[config.mk]
export PLATFORM = sky130hd
export DESIGN_NAME = break_condition_match_flags
export DESIGN_NICKNAME = d
export VERILOG_FILES = /design/src/break_flags_pkg.sv /design/src/break_condition_match_flags.sv
export SDC_FILE = /design/constraint.sdc
export NUM_CORES = 1
export LEC_CHECK = 0
export ABC_AREA = 0
export BUFFER_PORTS_ARGS = -buffer_cell sky130_fd_sc_hd__buf_2
export CORE_AREA = 4 4 81 83
export CTS_CLUSTER_SIZE = 12
export DETAILED_ROUTE_END_ITERATION = 8
export DIE_AREA = 0 0 85 87
export PLACE_DENSITY = 0.79
export SLEW_MARGIN = 20
export SYNTH_ARGS = -nofsm -noshare
export SYNTH_HDL_FRONTEND = slang
export SYNTH_SLANG_ARGS = --single-unit
[constraint.sdc]
create_clock -name clk_i -period 4.9 [get_ports clk_i]
set_input_delay 0.735 -clock clk_i [delete_from_list [all_inputs] [get_ports clk_i]]
set_output_delay 0.735 -clock clk_i [all_outputs]
set_load 0.01 [all_outputs]
[src/break_flags_pkg.sv]
// package of offsets, field positions and types for the break match flag block
package break_flags_pkg;

  // ==========================================================================
  // register byte offsets
  localparam logic [7:0] MATCH_OFS     = 8'h00; // condition match flags
  localparam logic [7:0] SEQ_OFS       = 8'h04; // sequential break flags
  localparam logic [7:0] CTRL_OFS      = 8'h08; // mode control
  localparam logic [7:0] IRQ_STAT_OFS  = 8'h0c; // sticky events, write one to clear
  localparam logic [7:0] IRQ_MASK_OFS  = 8'h10; // event enables

  // ==========================================================================
  // control field positions
  localparam int UBU_AS_COND_BIT = 0; // user break unit feeds conditions 5 and 6
  localparam int UBU_SEQ_BIT     = 1; // user break unit sequential mode
  localparam int CHAIN4_BIT      = 2; // four-stage chain 4-3-2-1 selected
  localparam int CTRL_WIDTH      = 3; // implemented control bits

  // sequential register field positions
  localparam int SEQ_A_BIT       = 0; // channel a matched, b not yet
  localparam int SEQ_C4_BIT      = 1; // condition four pending on three

  // event field positions (bits 0..5 follow the match flag layout)
  localparam int EVT_BREAK_BIT   = 6; // a break cleared the flags
  localparam int EVT_WIDTH       = 7; // implemented event bits

  // ==========================================================================
  // reset values
  localparam logic [CTRL_WIDTH-1:0] CTRL_RST     = 3'h0;
  localparam logic [EVT_WIDTH-1:0]  IRQ_MASK_RST = 7'h00;

  // axi response codes
  localparam logic [1:0] RESP_OKAY   = 2'h0;
  localparam logic [1:0] RESP_SLVERR = 2'h2;

  // ==========================================================================
  // match flag layout, listed high bit first; chan_a is bit 0 on the bus
  typedef struct packed {
    logic cond4; // condition_four_match
    logic cond3; // condition_three_match
    logic cond2; // condition_two_match
    logic cond1; // condition_one_match
    logic chan_b; // second channel, also condition five
    logic chan_a; // first channel, also condition six
  } match_flags_s;

  // sequential flag layout
  typedef struct packed {
    logic cond4; // condition four sequential flag
    logic chan_a; // first channel sequential flag
  } seq_flags_s;

endpackage : break_flags_pkg

[src/break_condition_match_flags.sv]
// break condition match and sequential flags with an axi4-lite status slave
// Overview of operation
// - first channel flag set once matched
// - first channel reports condition six
// - second channel flag set once matched
// - second channel reports condition five
// - four flags for conditions one to four
// - sequential flag: first matched, second not
// - channels map to conditions six, five
// - chain flag: four matched, three not
// - chain flag sets again on re-match
// - break occurrence clears match flags
// - channel flags hold until cleared
module break_condition_match_flags
(
  input  wire logic        clk_i,          // processor clock
  input  wire logic        nrst_i,         // async reset, active low
  // comparator events, same clock domain, one-cycle pulses
  input  wire logic        chan_a_hit_i,   // user_break_unit first channel hit
  input  wire logic        chan_b_hit_i,   // user_break_unit second channel hit
  input  wire logic [3:0]  cond_hit_i,     // conditions one (bit0) to four (bit3)
  input  wire logic        break_taken_i,  // a break has actually occurred
  // status towards the debug link
  output logic [5:0]       match_o,        // match flags, registered
  output logic [1:0]       seq_o,          // sequential flags, registered
  output logic             irq_o,          // level interrupt
  // axi4-lite slave
  input  wire logic [7:0]  s_awaddr_i,
  input  wire logic        s_awvalid_i,
  output logic             s_awready_o,
  input  wire logic [31:0] s_wdata_i,
  input  wire logic [3:0]  s_wstrb_i,
  input  wire logic        s_wvalid_i,
  output logic             s_wready_o,
  output logic [1:0]       s_bresp_o,
  output logic             s_bvalid_o,
  input  wire logic        s_bready_i,
  input  wire logic [7:0]  s_araddr_i,
  input  wire logic        s_arvalid_i,
  output logic             s_arready_o,
  output logic [31:0]      s_rdata_o,
  output logic [1:0]       s_rresp_o,
  output logic             s_rvalid_o,
  input  wire logic        s_rready_i
);

  // ==========================================================================
  // state declarations
  break_flags_pkg::match_flags_s match_q;     // sticky match flags
  break_flags_pkg::match_flags_s match_d;     // next match flags
  break_flags_pkg::match_flags_s hit;         // this cycle's hits in flag layout
  break_flags_pkg::seq_flags_s   seq_q;       // sequential flags
  logic [break_flags_pkg::CTRL_WIDTH-1:0] ctrl_q; // mode control
  logic [break_flags_pkg::EVT_WIDTH-1:0]  stat_q; // sticky events
  logic [break_flags_pkg::EVT_WIDTH-1:0]  mask_q; // event enables
  logic [break_flags_pkg::EVT_WIDTH-1:0]  evt;    // event pulses this cycle
  logic [break_flags_pkg::EVT_WIDTH-1:0]  w1c;    // bits software clears

  // write channel holding
  logic        aw_got_q;   // write address taken
  logic        w_got_q;    // write data taken
  logic [7:0]  awaddr_q;   // latched write address
  logic [31:0] wdata_q;    // latched write data
  logic [3:0]  wstrb_q;    // latched byte strobes
  logic        bvalid_q;   // write response pending
  logic [1:0]  bresp_q;    // write response code
  logic        wr_fire;    // both halves present, perform write

  // read channel
  logic        rvalid_q;   // read data pending
  logic [31:0] rdata_q;    // read data
  logic [1:0]  rresp_q;    // read response code
  logic [31:0] rd_val;     // decoded read value
  logic        rd_hit;     // read address is mapped

  // mode decode
  logic ubu_as_cond;       // channels act as conditions five and six
  logic ubu_seq;           // user break unit sequential mode
  logic chain4;            // four-stage chain selected

  assign ubu_as_cond = ctrl_q[break_flags_pkg::UBU_AS_COND_BIT];
  assign ubu_seq     = ctrl_q[break_flags_pkg::UBU_SEQ_BIT];
  assign chain4      = ctrl_q[break_flags_pkg::CHAIN4_BIT];

  // ==========================================================================
  // match flags
  // hits gathered in the flag layout; the channel bits carry conditions
  // six and five when the unit is a condition source, so one flag serves both
  always_comb
  begin
    hit.chan_a = chan_a_hit_i;
    hit.chan_b = chan_b_hit_i;
    hit.cond1  = cond_hit_i[0];
    hit.cond2  = cond_hit_i[1];
    hit.cond3  = cond_hit_i[2];
    hit.cond4  = cond_hit_i[3];
  end

  // next flag value; a hit in the same cycle as the break wins, so the
  // event that coincides with the clear is not lost
  always_comb
  begin
    if (break_taken_i)
    begin
      match_d = '0;
    end
    else
    begin
      match_d = match_q;
    end
    match_d = match_d | hit;
  end

  // flags are only ever read by the host, so reading never disturbs them
  always_ff @(posedge clk_i or negedge nrst_i)
  begin
    if (!nrst_i)
    begin
      match_q <= '0;
    end
    else
    begin
      match_q <= match_d;
    end
  end

  // ==========================================================================
  // sequential flags
  // first channel: high while a has matched and b has not; tracks the
  // next flag values so a and b hitting together leave it low
  always_ff @(posedge clk_i or negedge nrst_i)
  begin
    if (!nrst_i)
    begin
      seq_q.chan_a <= 1'b0;
    end
    else
    begin
      seq_q.chan_a <= ubu_seq & match_d.chan_a & ~match_d.chan_b;
    end
  end

  // condition four of the 4-3-2-1 chain: a fresh hit on four always sets,
  // a hit on three clears, a break clears; four beats three if both hit
  always_ff @(posedge clk_i or negedge nrst_i)
  begin
    if (!nrst_i)
    begin
      seq_q.cond4 <= 1'b0;
    end
    else if (!chain4)
    begin
      seq_q.cond4 <= 1'b0; // chain not selected
    end
    else if (hit.cond4)
    begin
      seq_q.cond4 <= 1'b1;
    end
    else if (hit.cond3 | break_taken_i)
    begin
      seq_q.cond4 <= 1'b0;
    end
  end

  assign match_o = match_q;
  assign seq_o   = seq_q;

  // ==========================================================================
  // interrupt events
  // an event is a flag going from clear to set, plus the break itself
  assign evt = {break_taken_i, match_d & ~match_q};

  // sticky status; set wins over a write-one clear in the same cycle
  always_ff @(posedge clk_i or negedge nrst_i)
  begin
    if (!nrst_i)
    begin
      stat_q <= '0;
    end
    else
    begin
      stat_q <= (stat_q & ~w1c) | evt;
    end
  end

  assign irq_o = |(stat_q & mask_q);

  // ==========================================================================
  // axi4-lite write channel
  // address and data are taken independently; one write at a time
  assign s_awready_o = ~aw_got_q & ~bvalid_q;
  assign s_wready_o  = ~w_got_q & ~bvalid_q;
  assign wr_fire     = aw_got_q & w_got_q & ~bvalid_q;

  // capture of the write address
  always_ff @(posedge clk_i or negedge nrst_i)
  begin
    if (!nrst_i)
    begin
      aw_got_q <= 1'b0;
      awaddr_q <= 8'h00;
    end
    else if (s_awvalid_i & s_awready_o)
    begin
      aw_got_q <= 1'b1;
      awaddr_q <= s_awaddr_i;
    end
    else if (wr_fire)
    begin
      aw_got_q <= 1'b0;
    end
  end

  // capture of the write data and strobes
  always_ff @(posedge clk_i or negedge nrst_i)
  begin
    if (!nrst_i)
    begin
      w_got_q <= 1'b0;
      wdata_q <= 32'h0000_0000;
      wstrb_q <= 4'h0;
    end
    else if (s_wvalid_i & s_wready_o)
    begin
      w_got_q <= 1'b1;
      wdata_q <= s_wdata_i;
      wstrb_q <= s_wstrb_i;
    end
    else if (wr_fire)
    begin
      w_got_q <= 1'b0;
    end
  end

  // clear mask for the status register, only with byte lane zero
  always_comb
  begin
    w1c = '0;
    if (wr_fire && wstrb_q[0] && awaddr_q == break_flags_pkg::IRQ_STAT_OFS)
    begin
      w1c = wdata_q[break_flags_pkg::EVT_WIDTH-1:0];
    end
  end

  // control and mask registers; all live bits sit in byte lane zero
  always_ff @(posedge clk_i or negedge nrst_i)
  begin
    if (!nrst_i)
    begin
      ctrl_q <= break_flags_pkg::CTRL_RST;
      mask_q <= break_flags_pkg::IRQ_MASK_RST;
    end
    else if (wr_fire && wstrb_q[0])
    begin
      if (awaddr_q == break_flags_pkg::CTRL_OFS)
      begin
        ctrl_q <= wdata_q[break_flags_pkg::CTRL_WIDTH-1:0];
      end
      if (awaddr_q == break_flags_pkg::IRQ_MASK_OFS)
      begin
        mask_q <= wdata_q[break_flags_pkg::EVT_WIDTH-1:0];
      end
    end
  end

  // write response; flag registers are read-only, writes ignored with okay,
  // unmapped offsets answer slverr
  always_ff @(posedge clk_i or negedge nrst_i)
  begin
    if (!nrst_i)
    begin
      bvalid_q <= 1'b0;
      bresp_q  <= break_flags_pkg::RESP_OKAY;
    end
    else if (wr_fire)
    begin
      bvalid_q <= 1'b1;
      case (awaddr_q)
        break_flags_pkg::MATCH_OFS,
        break_flags_pkg::SEQ_OFS,
        break_flags_pkg::CTRL_OFS,
        break_flags_pkg::IRQ_STAT_OFS,
        break_flags_pkg::IRQ_MASK_OFS: bresp_q <= break_flags_pkg::RESP_OKAY;
        default:                       bresp_q <= break_flags_pkg::RESP_SLVERR;
      endcase
    end
    else if (s_bready_i)
    begin
      bvalid_q <= 1'b0;
    end
  end

  assign s_bvalid_o = bvalid_q;
  assign s_bresp_o  = bresp_q;

  // ==========================================================================
  // axi4-lite read channel
  // read decode; reads have no side effect on any flag
  always_comb
  begin
    rd_val = 32'h0000_0000;
    rd_hit = 1'b1;
    case (s_araddr_i)
      break_flags_pkg::MATCH_OFS:    rd_val[5:0] = match_q;
      break_flags_pkg::SEQ_OFS:      rd_val[1:0] = seq_q;
      break_flags_pkg::CTRL_OFS:     rd_val[break_flags_pkg::CTRL_WIDTH-1:0] = ctrl_q;
      break_flags_pkg::IRQ_STAT_OFS: rd_val[break_flags_pkg::EVT_WIDTH-1:0] = stat_q;
      break_flags_pkg::IRQ_MASK_OFS: rd_val[break_flags_pkg::EVT_WIDTH-1:0] = mask_q;
      default:                       rd_hit = 1'b0;
    endcase
  end

  // ready whenever no read data waits; one read at a time
  assign s_arready_o = ~rvalid_q;

  // read data register
  always_ff @(posedge clk_i or negedge nrst_i)
  begin
    if (!nrst_i)
    begin
      rvalid_q <= 1'b0;
      rdata_q  <= 32'h0000_0000;
      rresp_q  <= break_flags_pkg::RESP_OKAY;
    end
    else if (s_arvalid_i & s_arready_o)
    begin
      rvalid_q <= 1'b1;
      rdata_q  <= rd_val;
      rresp_q  <= rd_hit ? break_flags_pkg::RESP_OKAY : break_flags_pkg::RESP_SLVERR;
    end
    else if (s_rready_i)
    begin
      rvalid_q <= 1'b0;
    end
  end

  assign s_rvalid_o = rvalid_q;
  assign s_rdata_o  = rdata_q;
  assign s_rresp_o  = rresp_q;

  // ubu_as_cond only relabels the channel bits; the logic is identical,
  // so it is kept for software to read back and steers nothing else
  logic unused_ok;
  assign unused_ok = ubu_as_cond;

endmodule : break_condition_match_flags

# [After elaboration in Yosys (flattened, before gate mapping)]
# Index checks and enable logic that the tools add are counted.
# Widths: inputs -> output; s select.
[totals] inputBits=66 ramBits=0 romBits=0 latch_bits=0 register_bits=56 mem_count=0
[op_classes] muxes=19 n_lt_le_gt_ge=0 multipliers=0 n_reduce_logical=13 div_mod_pow=0 n_addsub=0 n_bitwise=22 eq_ne=9 n_shift=0
[ops] cell="$eq 8x4->1 const B" count=4
[ops] cell="$eq 8x3->1 const B" count=2
[ops] cell="$eq 8x5->1 const B" count=2
[ops] cell="$logic_not 8->1" count=2
[ops] cell="$and 7x7->7" count=2
[ops] cell="$mux 1" count=11
[ops] cell="$pmux 2 s5" count=1
[ops] cell="$reduce_or 5->1" count=2
[ops] cell="$and 1x1->1" count=9
[ops] cell="$pmux 3 s3" count=1
[ops] cell="$reduce_bool 2->1" count=4
[ops] cell="$mux 7" count=1
[ops] cell="$not 7->7" count=1
[ops] cell="$or 7x7->7" count=1
[ops] cell="$reduce_or 7->1" count=1
[ops] cell="$and 6x6->6" count=1
[ops] cell="$mux 6" count=1
[ops] cell="$not 6->6" count=1
[ops] cell="$or 6x6->6" count=1
[ops] cell="$not 1->1" count=5
[ops] cell="$mux 2" count=2
[ops] cell="$pmux 1 s4" count=1
[ops] cell="$reduce_and 2->1" count=2
[ops] cell="$ne 3x2->1 const B" count=1
[ops] cell="other kinds (3)" count=4

# [Depth between registers and ports, before layout]
# Gate-level depths: netlist of the first run.
[depth] ltp_word=8 depth_mapped=5

# [Worst setup path before layout of the first run]
# No wires, ideal clock.
[synth_timing] path_kind="register to register" startpoint="reg awaddr_q[0]" endpoint="reg mask_q[0] (netlist name)" t_arrival_ns=2.349 setup_slack_ns=2.426 period_less_slack_ns=2.474 path_buffers=1 stages_incl_launch_ff=6 path_cell_list="dfrtp_1 or4_4 or4b_4 or4b_4 buf_6 mux2_4"
[synth_between] elab_chain_len=2
[synth_rtl] element="start: declaration" line="break_condition_match_flags.sv:62" text="logic [7:0] awaddr_q;"
[synth_rtl] element="start signal: assignment" line="break_condition_match_flags.sv:206" text="awaddr_q <= s_awaddr_i;"
[synth_rtl] element="$eq 8x5->1" line="break_condition_match_flags.sv:259" text="if (awaddr_q == break_flags_pkg::IRQ_MASK_OFS)"
[synth_rtl] element="$reduce_and 2->1 (no source line)"
[synth_rtl] element="end signal: assignment" line="break_condition_match_flags.sv:251" text="mask_q <= break_flags_pkg::IRQ_MASK_RST;"
[synth_rtl] element="end signal: assignment" line="break_condition_match_flags.sv:261" text="mask_q <= wdata_q[break_flags_pkg::EVT_WIDTH-1:0];"
[synth_rtl] element="end: declaration" line="break_condition_match_flags.sv:55" text="logic [break_flags_pkg::EVT_WIDTH-1:0] mask_q;"
# No other way between the ends.
# A chain may end at the register's enable or synchronous reset.

# [Worst setup path in the final report of the first run]
[layout_timing] startpoint="reg awaddr_q[0]" endpoint="reg ctrl_q[1] (netlist name)"
[layout_between] elab_chain_len=2
[layout_rtl] element="$eq 8x4->1" line="break_condition_match_flags.sv:255" text="if (awaddr_q == break_flags_pkg::CTRL_OFS)"
[layout_rtl] element="$reduce_and 2->1 (no source line)"
[layout_rtl] element="end signal: assignment" line="break_condition_match_flags.sv:250" text="ctrl_q <= break_flags_pkg::CTRL_RST;"
[layout_rtl] element="end signal: assignment" line="break_condition_match_flags.sv:257" text="ctrl_q <= wdata_q[break_flags_pkg::CTRL_WIDTH-1:0];"
[layout_rtl] element="end: declaration" line="break_condition_match_flags.sv:53" text="logic [break_flags_pkg::CTRL_WIDTH-1:0] ctrl_q;"
# No other way between the ends.

==> reports/metrics.csv, run 1 <==
stage,metric,value,unit
worst_setup_path,critical_path_peak_fanout,3,
synthesis,synth-warning-count,0,
sta,final-max-slew-violation-count,0,
cts,clockRootBuffer,sky130_fd_sc_hd__clkbuf_8,
cts,worstSkewPairLatency,0.31,ns
worst_setup_path,critical_path.n_buffers_inverters,0,
synthesis,ys.flop_type,sky130_fd_sc_hd__dfrtp_1,
final_layout,finalNonFillerCells,357,
synthesis,synth_most_common_cell,sky130_fd_sc_hd__dfrtp_1,
cts,cts_repair_resize_count,0,
final_layout,num-nets-final,347,
sta,finalHoldViolCount,0,
sta,finalSetupViolations,0,
worst_setup_path,critical_path_data_required_time,5.09,ns
placed_design,numPortBuffers,60,
synthesis,yosys-top-cells-count,"54 x sky130_fd_sc_hd__dfrtp_1, 27 x sky130_fd_sc_hd__buf_4, 22 x sky130_fd_sc_hd__mux2_2",
global_route,track_usage,15.2,%
power_and_ir_drop,vdd_drop_max,0.221,mV
drt,vias_per_cell,5.11,
global_route,grt_pass1_wl,8890,um
synthesis,synth.yosys.seq_area_share,52.1,%
global_route,grt_overflow_total,0,
drt,drt_wl_total,5230,um
placed_design,detailed_place_hpwl,4110,um
cts,numCtsBuffers,5,
drt,wl_per_cell,14.6,um
drt,route.antenna.remaining_nets,0,
placed_design,number_of_cells_in_the_design_after_placement,349,
floorplanning,die_h,87,um
final_layout,final_layout_size_suffix_gt1_share,35.5,%
worst_setup_path,slowest_stage,sky130_fd_sc_hd__nor4b_1,
cts,htree_num_levels,2,
worst_setup_path,critical-path-top-delay-family,simple AND/OR/NAND/NOR gates,
worst_setup_path,path_class,flop to flop,
synthesis,yosys_register_bits,54,
cts,cts_setup_buffers,0,
synthesis,synth_cell_type_count,34,
drt,drcViolationCount,0,
worst_setup_path,path_cells,or4_4 > or4b_4 > nor4b_1 > mux2_2,
synthesis,synth_largest_area_cell,sky130_fd_sc_hd__dfrtp_1,
outcome,status,finished clean,
worst_setup_path,regToRegSetupSlack,2.31,ns
worst_setup_path,endpoint_kind,flop,
floorplanning,floorplan_die_area,0.00740,mm2
synthesis,mappedNetlistArea,0.00259,mm2
sta,finClkSkew,0.0107,ns
synthesis,ys_async_sr_fraction,100,%
job,max_cap_viol_count,0,
synthesis,ys_top_cells_by_area,"sky130_fd_sc_hd__dfrtp_1 52%, sky130_fd_sc_hd__mux2_2 9.6%, sky130_fd_sc_hd__buf_4 7.8%, sky130_fd_sc_hd__mux2_4 4.1%, sky130_fd_sc_hd__a221o_1 2.3%",
sta,setup_tns,0,ns
floorplanning,initial_utilization,44.3,%
floorplanning,core,0.00585,mm2
cts,cts_hold_buf,0,
hold_path,min-delay-path-class,flop to flop,
floorplanning,die_w,85,um
placed_design,globalplace.congestion,0.788,
final_layout,synthToLayoutAreaGrowth,13.9,%
worst_setup_path,crit_arrival,2.77,ns
power_and_ir_drop,p_leak,1.45,nW
synthesis,synth-edff-count,0,
power_and_ir_drop,post-layout-total-power,1.19,mW
global_route,grt_start_max_net_pins,55,
sta,rsz_0062_raised_after_global_routing,no,
sta,clock.fmax,386,MHz
worst_setup_path,worst_setup_path_start_kind,flop,
floorplanning,num_io_pins,116,
global_route,grt_pass1_vias,1801,
global_route,grt_antenna_before_repair,0,
cts,cts_max_path_buffers,2,
cts,path_clk_slew,0.09,ns
sta,worst_pin_slew,0.676,ns
cts,clock_sinks,54,
drt,dr_total_vias,1823,
floorplanning,std_cell_rows,28,
sta,max_slew_margin,54.3,%
drt,detailedRoute.firstIterationViolations,77,
sta,period_minus_slack,2.59,ns
power_and_ir_drop,p_per_area,404,mW/mm2
sta,finalCritPeriodShare,52.8,%
final_layout,fillCellCount,529,
synthesis,synth.avg_cell_area,11.8,um2
final_layout,n_antenna_cell,0,
cts,tritoncts,yes,
synthesis,share_of_yosys_cell_area_claimed_by_the_top_area_cell_type,52.1,%
worst_setup_path,worst_path_largest_cell_delay,0.59,ns
drt,firstDrtPassIters,4,
synthesis,synth_cells,219,
==> placed cells by master (no fill, tap or decap) <==
master,count
sky130_fd_sc_hd__nor3b_1,1
sky130_fd_sc_hd__nand3_1,8
sky130_fd_sc_hd__clkinv_2,1
sky130_fd_sc_hd__o21ai_0,5
sky130_fd_sc_hd__nand4b_1,1
sky130_fd_sc_hd__or4_1,1
sky130_fd_sc_hd__clkbuf_1,1
sky130_fd_sc_hd__nor2_1,11
sky130_fd_sc_hd__mux2_4,7
sky130_fd_sc_hd__a222oi_1,1
sky130_fd_sc_hd__or4_4,1
sky130_fd_sc_hd__buf_2,60
sky130_fd_sc_hd__a41oi_1,1
sky130_fd_sc_hd__nor2b_1,9
sky130_fd_sc_hd__mux2_2,22
sky130_fd_sc_hd__o41ai_1,1
sky130_fd_sc_hd__a22oi_1,3
sky130_fd_sc_hd__a21oi_1,3
sky130_fd_sc_hd__mux2i_1,5
sky130_fd_sc_hd__buf_4,1
sky130_fd_sc_hd__a21o_1,8
sky130_fd_sc_hd__nor4b_1,1
sky130_fd_sc_hd__and2_1,2
sky130_fd_sc_hd__o211ai_1,5
sky130_fd_sc_hd__conb_1,27
sky130_fd_sc_hd__nor3_1,2
sky130_fd_sc_hd__inv_1,9
sky130_fd_sc_hd__nand2b_1,1
sky130_fd_sc_hd__nand2_1,9
sky130_fd_sc_hd__or4b_4,2
sky130_fd_sc_hd__a22o_1,3
sky130_fd_sc_hd__nand3b_1,1
sky130_fd_sc_hd__dfrtp_1,54
sky130_fd_sc_hd__clkbuf_8,6
sky130_fd_sc_hd__a31oi_1,3
sky130_fd_sc_hd__a221o_1,6
==> layer usage <==
layer,global-route usage (%),share of wire [%],vias up
met2,24.4,48,76
met1,20.0,42,889
li1,-,-,853
met3,4.45,8.6,5
met5,0,0,-
met4,4.46,1.2,0
==> cell type report <==
class / instances / area, um2 / area share [%]
tap: 75 / 93.8 / 3.18
timing repair buffer: 61 / 308 / 10.4
inverter: 9 / 33.8 / 1.14
sequential: 54 / 1350 / 45.7
multi-input combinational: 150 / 1080 / 36.4
clock inverter: 1 / 5.00 / 0.169
clock buffer: 7 / 86.3 / 2.92
==> flip-flops by register name (all words and copies together) (netlist names) <==
signal      count
awaddr_q        8
s_rresp_o       1
s_bresp_o       1
seq_o           2
s_bvalid_o      1
stat_q          7
match_o         6
ctrl_q          3
wstrb_q         1
s_rdata_o       7
wdata_q         7
mask_q          7
aw_got_q        1
s_rvalid_o      1
w_got_q         1
==> metrics by stage <==
step / worst slack (ns) / hold slack (ns) / area (um2) / utilization, %
6_report: 2.31 / 0.479 / 2950 / 50.5
5_1_grt: 2.20 / 0.509 / 2950 / 50.5
4_1_cts: 2.29 / 0.483 / 2950 / 50.5
3_5_place_dp: 2.32 / 0.462 / 2860 / 48.9
3_3_place_gp: 2.35 / 0.449 / 2860 / 48.9
2_1_floorplan: 2.43 / 0.439 / 2690 / -
==> final timing paths <==
check	from	endpoint	depth (start not counted)
max	awaddr_q[0]$_DFFE_PN0P_	ctrl_q[1]$_DFFE_PN0P_	4
min	s_bresp_o[1]$_DFFE_PN0P_	s_bresp_o[1]$_DFFE_PN0P_	1
max reg2reg	awaddr_q[0]$_DFFE_PN0P_	ctrl_q[1]$_DFFE_PN0P_	4
min reg2reg	s_bresp_o[1]$_DFFE_PN0P_	s_bresp_o[1]$_DFFE_PN0P_	1
max in group asynchronous	nrst_i	match_o[2]$_DFF_PN0_	2
min in group asynchronous	nrst_i	stat_q[1]$_DFF_PN0_	2
==> cell families (layout without fill, tap and decap cells) <==
| logic type | Yosys count | in the layout | share of synthesized area (%) |
|---|---|---|---|
| flops | 54 | 54 | 52.1 |
| simple gates | 50 | 50 | 10.8 |
| buf+inv | 41 | 78 | 10.1 |
| compound gates | 39 | 39 | 11.3 |
| mux | 34 | 34 | 15.5 |
| other cells | 1 | 27 | 0.145 |
==> power breakdown <==
group	total, mW	internal [mW]	leakage, nW	switching (mW)
logic	0.306	0.167	0.758	0.139
clock network	0.251	0.114	0.0482	0.137
registers	0.638	0.549	0.647	0.0889
total	1.19	0.830	1.45	0.365
Note: power is estimated with default switching activity, not from simulation.
==> inputs of run 2 (changes only) <==
--- a/config.mk
+++ b/config.mk
@@ -7,11 +7,11 @@
 export LEC_CHECK = 0
 export ABC_AREA = 0
 export BUFFER_PORTS_ARGS = -buffer_cell sky130_fd_sc_hd__buf_2
-export CORE_AREA = 4 4 81 83
+export CORE_AREA = 4 4 84 86
 export CTS_CLUSTER_SIZE = 12
 export DETAILED_ROUTE_END_ITERATION = 8
-export DIE_AREA = 0 0 85 87
-export PLACE_DENSITY = 0.79
+export DIE_AREA = 0 0 88 90
+export PLACE_DENSITY = 0.77
 export SLEW_MARGIN = 20
 export SYNTH_ARGS = -nofsm -noshare
 export SYNTH_HDL_FRONTEND = slang
==> constraint.sdc (replaced) <==
create_clock -name clk_i -period 2.3 [get_ports clk_i]
set_input_delay 0.345 -clock clk_i [delete_from_list [all_inputs] [get_ports clk_i]]
set_output_delay 0.345 -clock clk_i [all_outputs]
set_load 0.01 [all_outputs]
==> reports/metrics.csv, run 2 (synthesis results as in run 1) <==
stage,metric,value,unit
outcome,status,"finished, violations left",
outcome,failed_checks,setup timing,
floorplanning,std_cell_rows,29,
global_route,grt_antenna_before_repair,0,
placed_design,numPortBuffers,60,
floorplanning,core,0.00628,mm2
cts,cts_max_path_buffers,2,
sta,finClkSkew,0.00626,ns
final_layout,num-nets-final,351,
worst_setup_path,critical_path_data_required_time,2.50,ns
floorplanning,floorplan_die_area,0.00792,mm2
final_layout,largest_register_ffs,8,
final_layout,fillCellCount,571,
drt,drcViolationCount,0,
global_route,grt_overflow_total,0,
sta,rsz_0062_raised_after_global_routing,yes,
worst_setup_path,path_cells,or4_4 > or4b_4 > or4b_4 > mux2_4,
cts,tritoncts,yes,
power_and_ir_drop,vdd_drop_max,0.605,mV
worst_setup_path,worst_setup_path_start_kind,flop,
final_layout,stdcell_area,0.00303,mm2
global_route,track_usage,14.1,%
worst_setup_path,crit_arrival,2.67,ns
worst_setup_path,worst_path_largest_cell_delay,0.60,ns
drt,wl_per_cell,14.8,um
global_route,grt_start_max_net_pins,51,
drt,vias_per_cell,5.03,
global_route,grt_pass1_vias,1779,
cts,numCtsBuffers,5,
job,max_cap_viol_count,0,
floorplanning,die_h,90,um
drt,drt_wl_total,5350,um
power_and_ir_drop,p_leak,1.49,nW
final_layout,synthToLayoutAreaGrowth,17.0,%
worst_setup_path,slowest_stage,sky130_fd_sc_hd__or4b_4,
worst_setup_path,critical_path_peak_fanout,7,
sta,finalCritPeriodShare,107,%
floorplanning,initial_utilization,41.3,%
drt,detailedRoute.firstIterationViolations,132,
final_layout,mostFrequentLayoutCells,"60 x sky130_fd_sc_hd__buf_2, 54 x sky130_fd_sc_hd__dfrtp_1, 27 x sky130_fd_sc_hd__conb_1",
cts,clock_sinks,54,
drt,firstDrtPassIters,6,
floorplanning,die_w,88,um
sta,crit_path_setup_slack_layout,-0.171,ns
worst_setup_path,regToRegSetupSlack,-0.17,ns
worst_setup_path,crit_path_frequent_cell,sky130_fd_sc_hd__or4b_4,
drt,dr_total_vias,1822,
final_layout,n_antenna_cell,0,
power_and_ir_drop,p_per_area,887,mW/mm2
final_layout,finalCoreUtilization,48.3,%
sta,max_slew_margin,64.0,%
drt,route.antenna.remaining_nets,0,
worst_setup_path,path_class,flop to flop,
placed_design,globalplace.congestion,0.822,
final_layout,leading_cell_type_in_the_layout_fill_and_taps_excluded,sky130_fd_sc_hd__buf_2,
cts,clockRootBuffer,sky130_fd_sc_hd__clkbuf_8,
sta,finalSetupViolations,10,
sta,worst_pin_slew,0.537,ns
final_layout,largest-register,awaddr_q,
floorplanning,num_io_pins,116,
hold_path,min-delay-path-class,input port to flop,
worst_setup_path,endpoint_kind,flop,
sta,clock.fmax,405,MHz
final_layout,final_layout_size_suffix_gt1_share,36.5,%
sta,final_hold_slack,0.201,ns
cts,path_clk_slew,0.10,ns
cts,htree_num_levels,2,
cts,worstSkewPairLatency,0.32,ns
sta,period_minus_slack,2.47,ns
placed_design,detailed_place_hpwl,4120,um
placed_design,place_area,0.00289,mm2
power_and_ir_drop,post-layout-total-power,2.69,mW
sta,finalHoldViolCount,0,
sta,final-max-slew-violation-count,0,
global_route,grt_pass1_wl,8700,um
-- run 2: timing repair --
item / CTS / global route
gates resized for setup: 1 / 1
gates cloned: 0 / 0
pin swaps: 1 / 2
endpoints found under the hold margin: 4 / 0
buffers inserted: 1 / 0
hold buffers: 1 / 0
setup endpoints to repair: 10 / 10
-- run 2: area by class of cell --
cell class	instances	area, um2	area share, %
timing repair buffer	65	353	11.6
inverter	9	33.8	1.11
sequential	54	1350	44.6
tap	77	96.3	3.18
clock inverter	2	38.8	1.28
multi-input combinational	150	1090	36.0
clock buffer	5	68.8	2.27
-- run 2: path summary, 6_finish.rpt --
check | from | to | depth (start not counted)
setup / recovery | awaddr_q[0]$_DFFE_PN0P_ | mask_q[3]$_DFFE_PN0P_ | 4
hold / removal | s_bready_i | s_bvalid_o$_DFFE_PN0P_ | 2
setup reg to reg | awaddr_q[0]$_DFFE_PN0P_ | mask_q[3]$_DFFE_PN0P_ | 4
hold reg to reg | s_rdata_o[6]$_DFFE_PN0P_ | s_rdata_o[6]$_DFFE_PN0P_ | 2
max in group asynchronous | nrst_i | match_o[4]$_DFF_PN0_ | 3
min in group asynchronous | nrst_i | awaddr_q[0]$_DFFE_PN0P_ | 2
-- run 2: critical path, delay by kind of cell (launching register included) --
kind          cells  cell delay, ns
flops             1            0.39
mux               1            0.33
simple gates      3            1.64
-- run 2: where the power goes --
| group | internal (mW) | switching, mW |
|---|---|---|
| registers | 1.17 | 0.210 |
| clock network | 0.320 | 0.311 |
| logic | 0.376 | 0.304 |
-- run 2: stage by stage --
| stage | setup TNS, ns | setup slack [ns] | std cells |
|---|---|---|---|
| after floorplan | -1.39 | -0.162 | 245 |
| after global placement | -1.45 | -0.191 | 353 |
| after detailed placement | -1.53 | -0.205 | 353 |
| after CTS | -1.99 | -0.223 | 362 |
| after global routing | -2.10 | -0.227 | 362 |
| final | -1.41 | -0.171 | 362 |
-- run 2: layer usage --
| metal | vias to the layer above | global-route usage, % | wire [um] |
|---|---|---|---|
| li1 | 857 | - | - |
| met1 | 883 | 17.4 | 2140 |
| met2 | 77 | 23.1 | 2600 |
| met3 | 5 | 5.30 | 554 |
| met4 | 0 | 3.45 | 52 |
| met5 | - | 0 | 0 |
